--- config.mk ---
export PLATFORM = sky130hd
export DESIGN_NAME = sib_top
export DESIGN_NICKNAME = d
export VERILOG_FILES = /design/src/sib_pkg.sv /design/src/sib_wr_if.sv /design/src/sib_top.sv /design/src/sib_wr_port.sv
export VERILOG_INCLUDE_DIRS = /design/src /design/src/src
export SDC_FILE = /design/constraint.sdc
export NUM_CORES = 1
export LEC_CHECK = 0
export ABC_AREA = 0
export BUFFER_PORTS_ARGS = -buffer_cell sky130_fd_sc_hd__buf_2
export CAP_MARGIN = 5
export CELL_PAD_IN_SITES_DETAIL_PLACEMENT = 1
export CELL_PAD_IN_SITES_GLOBAL_PLACEMENT = 1
export CORE_ASPECT_RATIO = 1.4
export CORE_MARGIN = 2
export CORE_UTILIZATION = 47
export CTS_BUF_LIST = sky130_fd_sc_hd__clkbuf_8
export CTS_CLUSTER_DIAMETER = 120
export DETAILED_ROUTE_END_ITERATION = 10
export MAX_ROUTING_LAYER = met4
export PLACE_DENSITY_LB_ADDON = 0.1
export SYNTH_ARGS = -nofsm -noshare
export SYNTH_HDL_FRONTEND = slang
export SYNTH_SLANG_ARGS = --single-unit
--- constraint.sdc ---
create_clock -name clk -period 4.9 [get_ports clk]
set_input_delay 0.49 -clock clk [delete_from_list [all_inputs] [get_ports clk]]
set_output_delay 0.49 -clock clk [all_outputs]
set_load 0.05 [all_outputs]
--- src/sib_cfg.svh ---
`ifndef SIB_CFG_SVH
`define SIB_CFG_SVH
// register byte offsets
`define SIB_OFS_BASE      8'h64
`define SIB_OFS_COUNT     8'h68
// field positions
`define SIB_BASE_LSB      11
`define SIB_ERR_BIT       31
`define SIB_GEN_LSB       16
`define SIB_SIZE_LSB      2
// reset values
`define SIB_BASE_RST      21'h000000
`define SIB_GEN_RST       8'h00
`define SIB_SIZE_RST      9'h000
`endif

--- src/sib_pkg.sv ---
`default_nettype none
package sib_pkg;
   typedef enum logic [1:0] {
      SIB_IDLE,
      SIB_HDR,
      SIB_DATA
   } sib_state_t;
endpackage : sib_pkg
`default_nettype wire

--- src/sib_wr_if.sv ---
`default_nettype none
interface sib_wr_if;
   logic        req;
   logic [31:0] addr;
   logic [31:0] data;
   logic        done;
   logic        fail;
   modport src (output req, output addr, output data,
                input done, input fail);
   modport dst (input req, input addr, input data,
                output done, output fail);
endinterface : sib_wr_if
`default_nettype wire

--- src/sib_top.sv ---
// The address-and-strobe port was chosen for this implementation.
`default_nettype none
`include "sib_cfg.svh"
//------------------------------------------------------------
// self-id buffer tracking
//------------------------------------------------------------
// Overview of operation
// - base pointer bits 31..11 read/write
// - base bits 10..0 ignore writes, read zero
// - store self-id packets at base address
// - fault flag bit 31 on reception error
// - clean reception clears fault flag
// - packet errors and write failures both fault
// - generation bits 23..16 count resets, wrap
// - quadlet count bits 10..2, header included
// - quadlet count clears at reception start
// - count reserved bits read zero
module sib_top
   import sib_pkg::*;
(
   // clock and reset
   input  wire logic        clk,
   input  wire logic        rst_b,
   // register port
   input  wire logic [7:0]  reg_addr,
   input  wire logic [31:0] reg_wdata,
   input  wire logic        reg_wr,
   input  wire logic        reg_rd,
   output logic [31:0]      reg_rdata,
   // link receive side
   input  wire logic        bus_reset,
   input  wire logic        rx_start,
   input  wire logic [31:0] rx_header,
   input  wire logic        rx_valid,
   input  wire logic [31:0] rx_data,
   input  wire logic        rx_end,
   input  wire logic        rx_error,
   output logic             rx_ready,
   // host memory
   output logic             mem_wr_req,
   output logic [31:0]      mem_wr_addr,
   output logic [31:0]      mem_wr_data,
   input  wire logic        mem_wr_ack,
   input  wire logic        mem_wr_err
);
   sib_state_t  state_q;
   logic [20:0] base_q;
   logic        fault_q;
   logic        pend_fault_q;
   logic [7:0]  gen_q;
   logic [8:0]  size_q;
   logic        issued_q;
   logic        end_seen_q;
   logic [31:0] hdr_q;
   logic [31:0] word_q;
   logic        word_ok_q;
   sib_wr_if    wr ();

   //------------------------------------------------------------
   // helpers
   //------------------------------------------------------------
   // starts are honoured only from idle; one mid-reception is lost
   function automatic logic take_start(input sib_state_t st,
                                       input logic       start);
      return (st == SIB_IDLE) && start;
   endfunction : take_start

   //------------------------------------------------------------
   // register file
   //------------------------------------------------------------
   always_ff @(posedge clk or negedge rst_b) begin
      if (!rst_b) begin
         base_q <= `SIB_BASE_RST;
      end else if (reg_wr && reg_addr == `SIB_OFS_BASE) begin
         base_q <= reg_wdata[31:`SIB_BASE_LSB];
      end
   end

   always_ff @(posedge clk or negedge rst_b) begin
      if (!rst_b) begin
         reg_rdata <= 32'h00000000;
      end else if (reg_rd) begin
         unique case (reg_addr)
            `SIB_OFS_BASE:  reg_rdata <= {base_q, 11'h000};
            `SIB_OFS_COUNT: reg_rdata <= {fault_q, 7'h00, gen_q,
                                          5'h00, size_q, 2'h0};
            default:        reg_rdata <= 32'h00000000;
         endcase
      end else begin
         reg_rdata <= 32'h00000000;
      end
   end

   //------------------------------------------------------------
   // generation counter
   //------------------------------------------------------------
   always_ff @(posedge clk or negedge rst_b) begin
      if (!rst_b) begin
         gen_q <= `SIB_GEN_RST;
      end else if (bus_reset) begin
         gen_q <= gen_q + 8'h01;
      end
   end

   //------------------------------------------------------------
   // reception sequencer
   //------------------------------------------------------------
   // one word in flight at a time; rx_ready stalls the link meanwhile
   always_ff @(posedge clk or negedge rst_b) begin
      if (!rst_b) begin
         state_q    <= SIB_IDLE;
         hdr_q      <= 32'h00000000;
         word_q     <= 32'h00000000;
         word_ok_q  <= 1'b0;
         issued_q   <= 1'b0;
         end_seen_q <= 1'b0;
         rx_ready   <= 1'b0;
      end else begin
         unique case (state_q)
            SIB_IDLE: begin
               if (rx_start) begin
                  hdr_q      <= rx_header;
                  state_q    <= SIB_HDR;
                  issued_q   <= 1'b0;
                  end_seen_q <= 1'b0;
                  rx_ready   <= 1'b0;
               end
            end
            SIB_HDR: begin
               if (!issued_q) begin
                  issued_q <= 1'b1;
               end else if (wr.done || wr.fail) begin
                  issued_q <= 1'b0;
                  state_q  <= SIB_DATA;
                  rx_ready <= 1'b1;
               end
            end
            SIB_DATA: begin
               if (word_ok_q) begin
                  if (!issued_q) begin
                     issued_q <= 1'b1;
                  end else if (wr.done || wr.fail) begin
                     issued_q  <= 1'b0;
                     word_ok_q <= 1'b0;
                     // the end branch next cycle closes out and settles fault
                     rx_ready  <= !end_seen_q;
                  end
               end else if (end_seen_q) begin
                  state_q  <= SIB_IDLE;
                  rx_ready <= 1'b0;
               end else if (rx_ready && rx_valid) begin
                  word_q     <= rx_data;
                  word_ok_q  <= 1'b1;
                  end_seen_q <= rx_end;
                  rx_ready   <= 1'b0;
               end else if (rx_ready && rx_end) begin
                  end_seen_q <= 1'b1;
                  rx_ready   <= 1'b0;
               end
            end
            default: begin
               state_q  <= SIB_IDLE;
               rx_ready <= 1'b0;
            end
         endcase
      end
   end

   // header at base, data words follow at consecutive addresses
   assign wr.req  = (state_q == SIB_HDR || (state_q == SIB_DATA
                    && word_ok_q)) && !issued_q;
   assign wr.addr = {base_q, 11'h000} + {21'h000000, size_q, 2'h0};
   assign wr.data = (state_q == SIB_HDR) ? hdr_q : word_q;

   //------------------------------------------------------------
   // quadlet count and fault flag
   //------------------------------------------------------------
   always_ff @(posedge clk or negedge rst_b) begin
      if (!rst_b) begin
         size_q <= `SIB_SIZE_RST;
      end else if (take_start(state_q, rx_start)) begin
         size_q <= `SIB_SIZE_RST;
      end else if (wr.done) begin
         size_q <= size_q + 9'h001;
      end
   end

   // fault of the running reception is latched until it ends
   always_ff @(posedge clk or negedge rst_b) begin
      if (!rst_b) begin
         pend_fault_q <= 1'b0;
         fault_q      <= 1'b0;
      end else if (take_start(state_q, rx_start)) begin
         pend_fault_q <= 1'b0;
      end else if (state_q != SIB_IDLE) begin
         if (rx_error || wr.fail) begin
            pend_fault_q <= 1'b1;
            fault_q      <= 1'b1;
         end else if (state_q == SIB_DATA && end_seen_q && !word_ok_q) begin
            fault_q <= pend_fault_q;
         end
      end
   end

   sib_wr_port u_wr (
      .clk         (clk),
      .rst_b       (rst_b),
      .wr          (wr),
      .mem_wr_req  (mem_wr_req),
      .mem_wr_addr (mem_wr_addr),
      .mem_wr_data (mem_wr_data),
      .mem_wr_ack  (mem_wr_ack),
      .mem_wr_err  (mem_wr_err)
   );

   //------------------------------------------------------------
   // checks
   //------------------------------------------------------------
   AST_GEN_WRAP: assert property (
      @(posedge clk) disable iff (!rst_b)
      bus_reset |=> gen_q == $past(gen_q) + 8'h01)
      else $error("generation did not step");

   AST_GEN_HOLD: assert property (
      @(posedge clk) disable iff (!rst_b)
      !bus_reset |=> $stable(gen_q))
      else $error("generation moved without bus reset");

   AST_BASE_RD: assert property (
      @(posedge clk) disable iff (!rst_b)
      reg_rd && reg_addr == `SIB_OFS_BASE |=> reg_rdata[10:0] == 11'h000)
      else $error("base low bits not zero");

   AST_BASE_HI: assert property (
      @(posedge clk) disable iff (!rst_b)
      reg_rd && reg_addr == `SIB_OFS_BASE
      |=> reg_rdata[31:11] == $past(base_q))
      else $error("base read differs from stored pointer");

   AST_BASE_WR: assert property (
      @(posedge clk) disable iff (!rst_b)
      reg_wr && reg_addr == `SIB_OFS_BASE
      |=> base_q == $past(reg_wdata[31:11]))
      else $error("base write lost");

   AST_CNT_RSVD: assert property (
      @(posedge clk) disable iff (!rst_b)
      reg_rd && reg_addr == `SIB_OFS_COUNT |=> reg_rdata[30:24] == 7'h00
      && reg_rdata[15:11] == 5'h00 && reg_rdata[1:0] == 2'h0)
      else $error("count reserved bits set");

   AST_CNT_FIELDS: assert property (
      @(posedge clk) disable iff (!rst_b)
      reg_rd && reg_addr == `SIB_OFS_COUNT
      |=> reg_rdata[31] == $past(fault_q)
      && reg_rdata[23:16] == $past(gen_q)
      && reg_rdata[10:2] == $past(size_q))
      else $error("count fields differ from state");

   //------------------------------------------------------------
   // reception checks
   //------------------------------------------------------------
   AST_SIZE_CLR: assert property (
      @(posedge clk) disable iff (!rst_b)
      state_q == SIB_IDLE && rx_start |=> size_q == 9'h000)
      else $error("size not cleared");

   AST_SIZE_INC: assert property (
      @(posedge clk) disable iff (!rst_b)
      wr.done && !(state_q == SIB_IDLE) |=> size_q == $past(size_q) + 9'h001)
      else $error("size not counted");

   AST_SIZE_HOLD: assert property (
      @(posedge clk) disable iff (!rst_b)
      !wr.done && !(state_q == SIB_IDLE && rx_start) |=> $stable(size_q))
      else $error("size moved without a written quadlet");

   AST_FAULT_SET: assert property (
      @(posedge clk) disable iff (!rst_b)
      state_q != SIB_IDLE && (rx_error || wr.fail) |=> fault_q)
      else $error("fault not raised");

   AST_FAIL_PEND: assert property (
      @(posedge clk) disable iff (!rst_b)
      state_q != SIB_IDLE && wr.fail |=> pend_fault_q)
      else $error("write failure not kept for the reception");

   AST_FAULT_CLR: assert property (
      @(posedge clk) disable iff (!rst_b)
      state_q != SIB_IDLE ##1 (state_q == SIB_IDLE && !pend_fault_q)
      |-> !fault_q)
      else $error("clean reception left fault set");

   AST_FAULT_KEEP: assert property (
      @(posedge clk) disable iff (!rst_b)
      state_q != SIB_IDLE && pend_fault_q |-> fault_q)
      else $error("fault dropped during reception");

   AST_HDR_ADDR: assert property (
      @(posedge clk) disable iff (!rst_b)
      wr.req && state_q == SIB_HDR |-> wr.addr == {base_q, 11'h000})
      else $error("header not at base");

   AST_HDR_FIRST: assert property (
      @(posedge clk) disable iff (!rst_b)
      state_q == SIB_HDR |-> !rx_ready)
      else $error("data accepted before header written");

   AST_WR_BASE: assert property (
      @(posedge clk) disable iff (!rst_b)
      $rose(mem_wr_req) |-> mem_wr_addr[31:11] == base_q
      && mem_wr_addr[1:0] == 2'h0)
      else $error("buffer write outside base window");

   AST_WR_HOLD: assert property (
      @(posedge clk) disable iff (!rst_b)
      mem_wr_req && !mem_wr_ack && !mem_wr_err |=> mem_wr_req
      && $stable(mem_wr_addr) && $stable(mem_wr_data))
      else $error("buffer write dropped before answer");
endmodule : sib_top
`default_nettype wire

--- src/sib_wr_port.sv ---
`default_nettype none
`include "sib_cfg.svh"
// registered host-memory write master: holds each request until done/fail
module sib_wr_port
   import sib_pkg::*;
(
   // clock and reset
   input  wire logic        clk,
   input  wire logic        rst_b,
   // internal side
   sib_wr_if.dst            wr,
   // host memory bus
   output logic             mem_wr_req,
   output logic [31:0]      mem_wr_addr,
   output logic [31:0]      mem_wr_data,
   input  wire logic        mem_wr_ack,
   input  wire logic        mem_wr_err
);
   logic busy_q;

   always_ff @(posedge clk or negedge rst_b) begin
      if (!rst_b) begin
         busy_q      <= 1'b0;
         mem_wr_req  <= 1'b0;
         mem_wr_addr <= 32'h00000000;
         mem_wr_data <= 32'h00000000;
      end else if (!busy_q && wr.req) begin
         busy_q      <= 1'b1;
         mem_wr_req  <= 1'b1;
         mem_wr_addr <= wr.addr;
         mem_wr_data <= wr.data;
      end else if (busy_q && (mem_wr_ack || mem_wr_err)) begin
         busy_q     <= 1'b0;
         mem_wr_req <= 1'b0;
      end
   end

   assign wr.done = busy_q && mem_wr_ack && !mem_wr_err;
   assign wr.fail = busy_q && mem_wr_err;
endmodule : sib_wr_port
`default_nettype wire

==> out/qor.txt <==
total power -> 0.005917 W
Vias -> 5,626
cts hold-fix bufs -> 0
Setup crit end kind -> register
most common library cells after synthesis -> 203 x dfrtp_1, 143 x mux2_2, 104 x nand2_1, 15 x clkbuf_1, 14 x nor2_1
Yosys warning count -> 0
fmax -> 0.3449 GHz
Post-synth EDFFs -> 0
clk buf depth -> 3
H-tree Lvls -> 2
Pre-antenna DRT Iters -> 4
Routed Wire Length -> 19.82 mm
post-CTS sizing -> 0
peak fanout along the critical path -> 33
Critical Path RT -> 5.28 ns
R2R Setup Slk -> 2.00 ns
Top-Level Pins -> 213
root buffer cell -> clkbuf_8
die height -> 161.7 um
post-synth top area cell -> dfrtp_1
Slew Limit Fails -> 0
Cells after DPL -> 1,038
slowest cell on the critical path -> or3_2
Synth cell types -> 47
kind of critical path -> reg2reg
sum of buffers and inverters on the critical path -> 2
Post-Layout Cell Count -> 1,098
largest net degree at the start of global routing -> 129
DR WL/cell -> 18.05 um
vias in the first global route -> 6,402
Starting Density -> 47.97%
Min Hold Slack -> 0.1670 ns
Die X -> 116.6 um
final hold violation count -> 0
Seq/Total Area, Yosys -> 60.86%
startpoint types -> register
area of the die -> 18,860 um^2
core box area -> 17,400 um^2
VDD IR max -> 0.0003817 V
GPL Wtd Cong -> 0.7697
P&R area growth vs syn -> 20.96%
max incr delay on CP -> 0.75 ns
RSZ-0062 raised after global routing -> no
post-synthesis register bit count -> 203
worst rel slew slack -> 21.08%
final core occ -> 58.02%
asr flop ratio synth -> 100.0%
Via density -> 5.124
Nets -> 960
layout cell share with drive strength beyond 1 -> 46.05%
crit-path cells -> inv_1 -> ha_1 -> a21oi_1 -> or3_2 -> buf_4 -> mux2_2
Most used DFF post-synth -> dfrtp_1
clock-pin transition on the worst setup and hold timing paths -> 0.06 ns
maxcap violations -> 0
Syn Std Cell Area -> 8347 um^2
WP data arrival -> 3.28 ns
actual slew at the worst max-slew pin -> 1.181 ns
Top delay family on crit path -> simple AND/OR/NAND/NOR gates
total gr overflow -> 0
cell with the most instances after synthesis -> dfrtp_1
P_leak -> 5.500 nW
Row Count -> 57
first-pass GRT wire length -> 32.15 mm
setup bufs post-CTS -> 0
Post-Synthesis Cells -> 633
final setup fails -> 0
top cells by area, synth -> dfrtp_1 61%, mux2_2 19%, nand2_1 4.7%
Post-DRT Antenna Nets -> 0
clock sink count -> 203
Total GRT Usage -> 22.42%
period utilization -> 59.17%
CTS Buf Count -> 34
initial antenna violation count -> 2
fill cell count -> 1,880
Mean Syn Cell Area -> 13.19 um^2
Worst-Skew Late Latency -> 0.50 ns
status -> complete, no violations
Power Dens Cells -> 586.0 nW/um^2
I/O Buffers -> 197
DRC -> 0
Hold/Removal Path Class -> in2async
post-route setup TNS -> 0 ns
post-synth top area share -> 60.86%
Tmin final -> 2.899 ns
DRT iter0 DRCs -> 181
DPL Wire Length -> 13.55 mm
CTS tree -> done
clk_skew -> 0.009126 ns
where the power goes:
part	switching, W	internal, W	total (W)
clock	0.000621	0.000737	0.00136
combinational	0.00142	0.000784	0.00221
sequential	0.000253	0.00210	0.00235
total	0.00230	0.00362	0.00592
worst register-to-register path: stages, from the launching register on:
cell and delay, ns:
dfrtp_1 0.40, inv_1 0.10, ha_1 0.32, a21oi_1 0.23
or3_2 0.75, buf_4 0.56, mux2_2 0.42
metal layers:
| metal | track usage [%] | wire (um) | share of wire (%) |
|---|---|---|---|
| met5 | - | 0 | 0 |
| met4 | 6.471 | 399 | 2.0 |
| met3 | 5.709 | 1164 | 5.9 |
| met2 | 40.14 | 10800 | 54 |
| met1 | 24.30 | 7461 | 38 |
stage by stage:
stage               setup WS (ns)  area, um^2
finish                      2.001       10100
global route                1.822       10100
CTS                         1.974       10090
detailed placement          1.964        9468
global placement            2.064        9468
floorplan                   2.933        8358
path summary, 6_finish.rpt:
| kind | from | endpoint | depth (start not counted) |
|---|---|---|---|
| min in group clk | rx_header[13] | hdr_q[13]$_DFFE_PN0P_ | 3 |
| min | rst_b | size_q[6]$_DFFE_PN0P_ | 1 |
| max in group asynchronous | rst_b | hdr_q[20]$_DFFE_PN0P_ | 2 |
| max reg2reg | state_q[0]$_DFFE_PN0P_ | u_wr.mem_wr_data[1]$_DFFE_PN0P_ | 6 |
| max | state_q[0]$_DFFE_PN0P_ | u_wr.mem_wr_data[1]$_DFFE_PN0P_ | 6 |
| min reg2reg | hdr_q[14]$_DFFE_PN0P_ | hdr_q[14]$_DFFE_PN0P_ | 2 |
logic make-up (layout without fill, tap and decap cells):
family,Yosys count,after routing,share of synthesized area (%)
DFF,203,203,60.86
and+or+nand+nor,178,178,10.31
muxes,151,151,20.34
AOI/OAI and AO/OA,42,42,3.373
buffers and inverters,42,266,3.073
xor gates and xnor gates,9,9,0.9443
adders and majority gates,7,7,1.049
other,1,6,0.04493
final cells by class:
type                       count  area (um^2)  area share, %
antenna                        2        5.005        0.04957
clock buffer                  40        550.5          5.453
clock inverter                18        72.57         0.7188
inverter                       5        18.77         0.1859
multi-input combinational    391         3034          30.05
sequential                   203         5080          50.32
tap                          236        295.3          2.925
timing repair buffer         203         1040          10.30
cell usage in the layout, fill, tap and decap left out, types with 2 or more instances in the layout:
master	synthesis	layout
a21oi_1	12	12
a22oi_1	9	9
and2_1	13	12
and3_1	11	10
buf_2	3	196
buf_4	9	6
clkbuf_8	0	41
conb_1	1	4
dfrtp_1	203	203
diode_2	0	2
ha_1	7	6
inv_1	5	21
mux2_1	6	6
mux2_2	143	143
mux2i_1	2	2
nand2_1	104	104
nand2b_1	7	7
nand3b_1	2	2
nand4_1	6	6
nand4b_1	2	2
nor2_1	14	14
nor2b_1	5	5
o21ai_0	5	5
o31ai_1	5	5
or3_1	4	3
or4_1	4	4
xnor2_1	4	4
xor2_1	5	5
registers in the layout, indices dropped and copies added (netlist names):
| name | cells |
|---|---|
| base_q | 21 |
| pend_fault_q | 1 |
| hdr_q | 32 |
| gen_q | 8 |
| rx_ready | 1 |
| end_seen_q | 1 |
| u_wr.mem_wr_addr | 30 |
| size_q | 9 |
| u_wr.mem_wr_req | 1 |
| word_ok_q | 1 |
| word_q | 32 |
| issued_q | 1 |
| u_wr.mem_wr_data | 32 |
| state_q | 2 |
| reg_rdata | 30 |
| fault_q | 1 |
Note: power is estimated with default switching activity, not from simulation.
